### config.mk
export PLATFORM = sky130hd
export DESIGN_NAME = tz_timer
export DESIGN_NICKNAME = d
export VERILOG_FILES = /design/src/core/tz_timer_pkg.sv /design/src/core/tz_timer.sv /design/src/core/tz_scaler.sv
export VERILOG_INCLUDE_DIRS = /design/src /design/src/core
export SDC_FILE = /design/constraint.sdc
export NUM_CORES = 1
export LEC_CHECK = 0
export ABC_AREA = 1
export BUFFER_PORTS_ARGS = -buffer_cell sky130_fd_sc_hd__buf_4
export CAP_MARGIN = 20
export CORE_MARGIN = 8
export CORE_UTILIZATION = 45
export DETAILED_ROUTE_END_ITERATION = 10
export GPL_TIMING_DRIVEN = 1
export PLACE_DENSITY = 0.72
export RECOVER_POWER = 50
export SETUP_SLACK_MARGIN = 0.05
export SLEW_MARGIN = 30
export SYNTH_ARGS = -nofsm -noshare
export SYNTH_HDL_FRONTEND = slang
export SYNTH_SLANG_ARGS = --single-unit
### constraint.sdc
create_clock -name I_CLK -period 4.5 [get_ports I_CLK]
set_input_delay 0.45 -clock I_CLK [delete_from_list [all_inputs] [get_ports I_CLK]]
set_output_delay 0.45 -clock I_CLK [all_outputs]
set_load 0.03 [all_outputs]
### src/core/tz_timer_defs.svh
// Purpose: register offsets, field positions, reset values and clock-source codes of the timer
// Assumes: 12-bit APB byte addresses, one 32-bit word per register
// Notes:   definitions only
`ifndef TZ_TIMER_DEFS_SVH
`define TZ_TIMER_DEFS_SVH

// ==========================================================
// register offsets
`define TZ_OFF_CTRL0      12'h000
`define TZ_OFF_CTRL1      12'h004
`define TZ_OFF_CNT_LO     12'h008
`define TZ_OFF_CNT_HI     12'h00c
`define TZ_OFF_IRQ_STAT   12'h010
`define TZ_OFF_IRQ_EN     12'h014

// ==========================================================
// field positions
`define TZ_C0_ENABLE_BIT  7
`define TZ_C0_OUT_BIT     5
`define TZ_C0_MODE16_BIT  4
`define TZ_C0_POST_LSB    0
`define TZ_C1_CS_LSB      5
`define TZ_C1_ASYNC_BIT   4
`define TZ_C1_PRE_LSB     0
`define TZ_IRQ_EVENT_BIT  0

// ==========================================================
// reset values
`define TZ_RST_CTRL0      6'h00
`define TZ_RST_CTRL1      8'h00
`define TZ_RST_CNT        8'h00
`define TZ_RST_PERIOD     8'hff

// ==========================================================
// count clock sources
`define TZ_CS_PIN_RISE    3'h0
`define TZ_CS_PIN_FALL    3'h1
`define TZ_CS_SYSCLK      3'h2
`define TZ_CS_SLOW_TICK   3'h3

`endif

### src/core/tz_timer_pkg.sv
// Purpose: types shared by the timer files
// Assumes: APB3 style slave, no byte strobes
// Notes:   constants live in tz_timer_defs.svh
package tz_timer_pkg;

    // ==========================================================
    // bus carriers
    typedef struct packed {
        logic        psel;
        logic        penable;
        logic        pwrite;
        logic [11:0] paddr;
        logic [31:0] pwdata;
    } tz_apb_req_type;

    typedef struct packed {
        logic        pready;
        logic        pslverr;
        logic [31:0] prdata;
    } tz_apb_rsp_type;

    // ==========================================================
    // control registers
    typedef struct packed {
        logic       enable;
        logic       mode16;
        logic [3:0] postscale_ratio_select;
    } tz_ctrl0_type;

    typedef struct packed {
        logic [2:0] count_clock_select;
        logic       async_mode;
        logic [3:0] prescale_ratio_select;
    } tz_ctrl1_type;

    // ==========================================================
    // whole timer state
    typedef struct packed {
        tz_ctrl0_type   ctrl0;
        tz_ctrl1_type   ctrl1;
        logic [7:0]     cnt_lo;
        logic [7:0]     cnt_hi;
        logic [7:0]     hi_rd_buf;
        logic [7:0]     hi_wr_buf;
        logic           flag;
        logic           irq_en;
        logic           out_lvl;
        logic [2:0]     pin_sync;
        logic           pre_tick_dly;
        logic           irq;
        logic           wake;
        tz_apb_rsp_type apb;
    } tz_state_type;

    typedef struct packed {
        logic [15:0] cnt;
    } tz_scaler_state_type;

endpackage

### src/core/tz_timer.sv
// Purpose: general-purpose counter with prescaler, period compare or 16-bit rollover, postscaler
// Assumes: APB slave with zero wait states; tick input synchronous to I_CLK, pin resynchronised here
// Notes:   output level goes to other peripherals and to the pin select outside this block
`include "tz_timer_defs.svh"

module tz_timer (
    input  wire logic                        I_CLK,
    input  wire logic                        I_RST_B,
    input  wire tz_timer_pkg::tz_apb_req_type I_APB,
    input  wire logic                        I_EXT_CLK,
    input  wire logic                        I_SLOW_TICK,
    input  wire logic                        I_SLEEP,
    output tz_timer_pkg::tz_apb_rsp_type     O_APB,
    output logic                             O_OUT,
    output logic                             O_IRQ,
    output logic                             O_WAKE
);
    tz_timer_pkg::tz_state_type q;
    tz_timer_pkg::tz_state_type d;

    logic        setup;
    logic        wr;
    logic        rd_setup;
    logic        wr_c0;
    logic        wr_c1;
    logic        wr_lo;
    logic        wr_hi;
    logic        wr_st;
    logic        wr_en;
    logic        src_tick;
    logic        running;
    logic        pre_clr;
    logic        pre_en;
    logic [15:0] pre_term;
    logic        pre_tick;
    logic        cnt_tick;
    logic        evt;
    logic        post_clr;
    logic [15:0] post_term;
    logic        post_tick;
    logic [7:0]  rd_byte;
    logic        rd_hit;

    // ==========================================================
    // bus decode
    assign setup    = I_APB.psel && !I_APB.penable;
    assign rd_setup = setup && !I_APB.pwrite;
    assign wr       = I_APB.psel && I_APB.penable && q.apb.pready && I_APB.pwrite;
    assign wr_c0    = wr && (I_APB.paddr == `TZ_OFF_CTRL0);
    assign wr_c1    = wr && (I_APB.paddr == `TZ_OFF_CTRL1);
    assign wr_lo    = wr && (I_APB.paddr == `TZ_OFF_CNT_LO);
    assign wr_hi    = wr && (I_APB.paddr == `TZ_OFF_CNT_HI);
    assign wr_st    = wr && (I_APB.paddr == `TZ_OFF_IRQ_STAT);
    assign wr_en    = wr && (I_APB.paddr == `TZ_OFF_IRQ_EN);

    // ==========================================================
    // read mux
    always_comb begin
        rd_byte = 8'h00;
        rd_hit  = 1'b1;
        unique case (I_APB.paddr)
            `TZ_OFF_CTRL0: begin
                rd_byte = {q.ctrl0.enable, 1'b0, q.out_lvl, q.ctrl0.mode16, q.ctrl0.postscale_ratio_select};
            end
            `TZ_OFF_CTRL1: begin
                rd_byte = q.ctrl1;
            end
            `TZ_OFF_CNT_LO: begin
                rd_byte = q.cnt_lo;
            end
            `TZ_OFF_CNT_HI: begin
                rd_byte = q.ctrl0.mode16 ? q.hi_rd_buf : q.cnt_hi;
            end
            `TZ_OFF_IRQ_STAT: begin
                rd_byte = {7'h00, q.flag};
            end
            `TZ_OFF_IRQ_EN: begin
                rd_byte = {7'h00, q.irq_en};
            end
            default: begin
                rd_hit = 1'b0;
            end
        endcase
    end

    // ==========================================================
    // count clock source
    always_comb begin
        unique case (q.ctrl1.count_clock_select)
            // pin edges into the prescaler, only the second sync stage onward is looked at
            `TZ_CS_PIN_RISE:  src_tick = q.pin_sync[1] && !q.pin_sync[2];
            `TZ_CS_PIN_FALL:  src_tick = !q.pin_sync[1] && q.pin_sync[2];
            `TZ_CS_SYSCLK:    src_tick = 1'b1;
            `TZ_CS_SLOW_TICK: src_tick = I_SLOW_TICK;
            // unused codes leave the counter stopped rather than guessing a source
            default:          src_tick = 1'b0;
        endcase
    end

    // sync mode stops in sleep; async keeps going if its source still runs
    assign running  = q.ctrl0.enable
                      && !(I_SLEEP && (!q.ctrl1.async_mode || q.ctrl1.count_clock_select == `TZ_CS_SYSCLK));

    // prescaler cleared by low byte or ctrl1 writes
    assign pre_clr  = wr_lo || wr_c1;
    assign pre_en   = src_tick && running;
    assign pre_term = (16'h0001 << q.ctrl1.prescale_ratio_select) - 16'h0001;

    tz_scaler #(
        .W (16)
    ) u_prescaler (
        .i_clk   (I_CLK),
        .i_rst_b (I_RST_B),
        .i_clr   (pre_clr),
        .i_en    (pre_en),
        .i_term  (pre_term),
        .o_tick  (pre_tick)
    );

    // resync stage unless asynchronous; trades one cycle of latency for a clean edge
    assign cnt_tick = running && !wr_lo && (q.ctrl1.async_mode ? pre_tick : q.pre_tick_dly);

    always_comb begin
        if (q.ctrl0.mode16) begin
            evt = cnt_tick && ({q.cnt_hi, q.cnt_lo} == 16'hffff);
        end else begin
            evt = cnt_tick && (q.cnt_lo == q.cnt_hi);
        end
    end

    // postscaler cleared by low byte or ctrl0 writes
    assign post_clr  = wr_lo || wr_c0;
    assign post_term = {12'h000, q.ctrl0.postscale_ratio_select};

    // post_tick is the postscaled event pulse
    tz_scaler #(
        .W (16)
    ) u_postscaler (
        .i_clk   (I_CLK),
        .i_rst_b (I_RST_B),
        .i_clr   (post_clr),
        .i_en    (evt),
        .i_term  (post_term),
        .o_tick  (post_tick)
    );

    // ==========================================================
    // next state
    always_comb begin
        d              = q;
        d.pin_sync     = {q.pin_sync[1:0], I_EXT_CLK};
        d.pre_tick_dly = pre_tick && running;
        d.apb.pready   = 1'b0;
        d.apb.pslverr  = 1'b0;
        if (setup) begin
            d.apb.pready  = 1'b1;
            d.apb.pslverr = !rd_hit;
            d.apb.prdata  = I_APB.pwrite ? 32'h0000_0000 : {24'h00_0000, rd_byte};
            // reading the low byte freezes the high byte for a coherent 16-bit read
            if (rd_setup && I_APB.paddr == `TZ_OFF_CNT_LO) begin
                d.hi_rd_buf = q.cnt_hi;
            end
        end

        // counting
        if (cnt_tick) begin
            if (q.ctrl0.mode16) begin
                {d.cnt_hi, d.cnt_lo} = {q.cnt_hi, q.cnt_lo} + 16'h0001;
            end else if (evt) begin
                d.cnt_lo = 8'h00;
            end else begin
                d.cnt_lo = q.cnt_lo + 8'h01;
            end
        end

        // register writes win over counting
        if (wr_c0) begin
            d.ctrl0.enable                 = I_APB.pwdata[`TZ_C0_ENABLE_BIT];
            d.ctrl0.mode16                 = I_APB.pwdata[`TZ_C0_MODE16_BIT];
            d.ctrl0.postscale_ratio_select = I_APB.pwdata[`TZ_C0_POST_LSB +: 4];
        end
        if (wr_c1) begin
            d.ctrl1.count_clock_select    = I_APB.pwdata[`TZ_C1_CS_LSB +: 3];
            d.ctrl1.async_mode            = I_APB.pwdata[`TZ_C1_ASYNC_BIT];
            d.ctrl1.prescale_ratio_select = I_APB.pwdata[`TZ_C1_PRE_LSB +: 4];
        end
        if (wr_hi) begin
            if (q.ctrl0.mode16) begin
                d.hi_wr_buf = I_APB.pwdata[7:0];
            end else begin
                d.cnt_hi = I_APB.pwdata[7:0];
            end
        end
        if (wr_lo) begin
            d.cnt_lo = I_APB.pwdata[7:0];
            if (q.ctrl0.mode16) begin
                d.cnt_hi = q.hi_wr_buf;
            end
        end
        if (wr_en) begin
            d.irq_en = I_APB.pwdata[`TZ_IRQ_EVENT_BIT];
        end

        // flag per postscaled event; a new event beats a write-one clear
        d.flag = post_tick || (q.flag && !(wr_st && I_APB.pwdata[`TZ_IRQ_EVENT_BIT]));
        d.out_lvl = q.out_lvl ^ post_tick;
        d.irq  = d.flag && d.irq_en;
        d.wake = d.irq && I_SLEEP;
    end

    always_ff @(posedge I_CLK) begin
        if (!I_RST_B) begin
            q        <= '0;
            q.ctrl0  <= `TZ_RST_CTRL0;
            q.ctrl1  <= `TZ_RST_CTRL1;
            q.cnt_lo <= `TZ_RST_CNT;
            q.cnt_hi <= `TZ_RST_PERIOD;
        end else begin
            q <= d;
        end
    end

    // ==========================================================
    // outputs
    assign O_APB  = q.apb;
    // level for peripherals and pin routing
    assign O_OUT  = q.out_lvl;
    assign O_IRQ  = q.irq;
    assign O_WAKE = q.wake;
endmodule

### src/core/tz_scaler.sv
// Purpose: divide an enable stream, one tick every (terminal + 1) input enables
// Assumes: terminal only changes together with a clear
// Notes:   count is hidden from software; used as prescaler and postscaler
module tz_scaler #(
    parameter int W = 16
) (
    input  wire logic         i_clk,
    input  wire logic         i_rst_b,
    input  wire logic         i_clr,
    input  wire logic         i_en,
    input  wire logic [W-1:0] i_term,
    output logic              o_tick
);
    tz_timer_pkg::tz_scaler_state_type q;
    tz_timer_pkg::tz_scaler_state_type d;

    // ==========================================================
    // next state
    always_comb begin
        d      = q;
        o_tick = 1'b0;
        if (i_clr) begin
            d.cnt = '0;
        end else if (i_en) begin
            // >= guards against a terminal lowered below the running count
            if (q.cnt[W-1:0] >= i_term) begin
                o_tick = 1'b1;
                d.cnt  = '0;
            end else begin
                d.cnt = q.cnt + 16'h0001;
            end
        end
    end

    always_ff @(posedge i_clk) begin
        if (!i_rst_b) begin
            q <= '0;
        end else begin
            q <= d;
        end
    end
endmodule

==> metrics.txt <==
outcome=finished, violations left; failing checks=max-capacitance violations, max-slew violations; Slew @ Worst Pin=1.70 ns; final slew viol count=43; hold_buf cts=0; DRC violations left=0; Crit path arrival time=3.57 ns; Seq cells post-synth=97; Worst Path Max Fanout=23; GP Congestion=0.942; Final Setup Violations=0; clk root buf=clkbuf_16; TritonRoute pass-1 iters=5; CTS Buf Count=9; post-route setup TNS=0 ns; fin util=49.3%; WHS Path Cells=3; largest net degree at the start of global routing=43; Syn Area/Cell=7.07 um2; dominant synthesized flop cell=dfxtp_1; Seq/Total Area, Yosys=31.9%; core area=13,200 um2; total vias in the final route=5,464; chip height=132 um; Worst EP required=4.78 ns; Pleak=2.89 nW; DRT antenna net count=0; critical path class=register to register; Post-synth EDFFs=0; combinational family with the most area after synthesis=simple AND/OR/NAND/NOR gates; H-tree Lvls=3; num rows=42; PortBufs=40; Clock transition at path regs=0.07 ns; vias in the first global route=5,044; DP HPWL=11.4 mm; postcts setup bufs=0; RSZ-0062 raised after global routing=no; Synth Area in Simple Gates=30.1%; global-route wire length before repair=25.1 mm; share of cells above drive strength 1=11.5%; die width=132 um; Yosys top cell by area=dfxtp_1; Area contributors post-synth=dfxtp_1, nand2_1, inv_1; number of fill cells in the layout=1,372; Syn Inst Count=862; Crit. Startpoint=q[78]; Worst-Skew Late Latency=0.35 ns; maximum vdd drop=0.174 mV; crit path launch type=register; final hold vios=0; Ant. Diodes=0; worst reg2reg path depth=22; Initial DRC Count=432; crit path capture type=register; crit path time final=3.29 ns; synth warn=0; pwr dens=266 nW/um2; placed inst area=6310 um2; ys async rst share=0%; Clock Path Buffers=2; Final period util=73.1%; post-synth cell types=48; xor/xnor share of the synthesized area=4.02%; drt via density=5.17; die area=17,500 um2; fmax=304 MHz; Hold Crit Class=input pin to register; GRT Overall Usage=17.3%; final setup margin=1.21 ns; relative slew slack=-13.4%; WL per Instance=14.2 um; post-synth top area share=31.9%; post-synthesis mux area share=0%; antenna violations before repair=0; CTS sink count=97; GR Overflow Total=0; Compound-Gate Fraction of Synth Area=14.9%; area delta synth->final=7.20%; Final Cell Area=6540 um2; fraction of the mapped netlist area in adder cells=4.93%; IO Pins=89; DP Worst Slack=1.29 ns; Initial Utilization=46.0%; nets@finish=953; cts repair resizes=0; Layout Skew=0.00918 ns; max-cap viol count=1; WL final=15.0 mm; FF-to-FF Start=q[78]; hold path startpoint=I_EXT_CLK; TritonCTS clock tree=built; Mapped Area=6100 um2
## area by class of cell
cell class | count | area (um2) | area share (%)
flip-flops and latches | 97 | 1940 | 29.7
well taps | 176 | 220 | 3.37
clock inverters | 4 | 53.8 | 0.823
inverters | 122 | 458 | 7.01
multi-input cells | 606 | 3370 | 51.6
repair buffers | 41 | 251 | 3.85
clock buffers | 10 | 239 | 3.66
## report_power, final
part / internal [mW] / leakage (nW) / switching [mW]
Combinational: 0.0258 / 1.97 / 0.0767
Clock: 0.442 / 0.137 / 0.336
Sequential: 0.860 / 0.782 / 0.000645
Total: 1.33 / 2.89 / 0.413
## registers in the layout, summed over array words and instances, names as in the netlist
name and count:
u_prescaler.q 16, O_OUT 1, post_term 4, O_WAKE 1, O_IRQ 1, d 2
O_APB 10, u_postscaler.q 16, q 46
## routing by layer
layer	global-route usage, %	vias to the layer above	wire [um]
met5	0	-	0
met4	7.07	0	385
met3	3.66	25	1040
met2	25.0	202	6220
met1	24.2	2443	7390
li1	-	2794	-
## synth_stat cells (3+ instances only)
| library cell | n |
|---|---|
| o21ai_1 | 9 |
| buf_2 | 7 |
| nor3_1 | 20 |
| a211oi_1 | 3 |
| inv_2 | 13 |
| nor3_2 | 3 |
| nor2_1 | 77 |
| nor4_1 | 4 |
| a21oi_1 | 75 |
| dfxtp_1 | 97 |
| xor2_1 | 24 |
| buf_4 | 35 |
| nand2_4 | 3 |
| o211ai_1 | 6 |
| a31oi_1 | 8 |
| nand2_2 | 8 |
| xnor2_1 | 4 |
| nand3_2 | 4 |
| nor2_2 | 9 |
| nand3_1 | 52 |
| nand3b_1 | 3 |
| nand3_4 | 5 |
| nand2_1 | 151 |
| nand4_1 | 13 |
| o21ai_0 | 44 |
| nor2_4 | 4 |
| o22ai_1 | 10 |
| o21ai_2 | 3 |
| clkbuf_1 | 12 |
| inv_1 | 109 |
| ha_1 | 24 |
## kinds of logic after synthesis
logic type / after synthesis
AOI/OAI and AO/OA: 164
xor gates and xnor gates: 28
adders and majority gates: 24
buffers and inverters: 182
DFF: 97
other: 2
and+or+nand+nor: 365
## path summary, 6_finish.rpt
kind	slack, ns	end
hold / removal	0.29	d[38]
setup reg to reg	1.21	q[70]
setup / recovery	1.21	q[70]
hold reg to reg	0.42	d[39]
## worst max-delay path, stage by stage (launching register included)
cell     delay (ns)
dfxtp_1        0.51
inv_1          0.21
nand3_1        0.13
ha_1           0.17
o21ai_0        0.18
xor2_1         0.20
ha_1           0.29
nand2_1        0.04
inv_1          0.06
nand2_1        0.06
nor2_1         0.10
nor2_1         0.05
nand2_1        0.08
nand2_1        0.06
nand2_1        0.14
nand3_4        0.10
nand2_4        0.12
nand2_8        0.15
inv_2          0.19
nand2_1        0.09
nor2_1         0.09
o21ai_1        0.06
inv_1          0.12
## layout by cell type (no fill, tap or decap), types with 13 or more instances in the layout
master,synthesis,final
nand2_1,151,151
inv_2,13,13
dfxtp_1,97,97
buf_4,35,25
inv_1,109,109
nor2_1,77,79
conb_1,2,25
clkbuf_1,12,15
nor3_1,20,20
a21oi_1,75,75
xor2_1,24,24
nand4_1,13,13
ha_1,24,24
o21ai_0,44,44
nand3_1,52,52
## metrics by stage
stage	instances	hold slack, ns	power [mW]
2_1_floorplan	885	0.390	0.963
3_3_place_gp	1042	0.396	0.982
3_5_place_dp	1042	0.403	0.983
4_1_cts	1056	0.282	1.76
5_1_grt	1056	0.297	1.80
6_report	1056	0.287	1.74
Power figures use the tool's default switching activity.
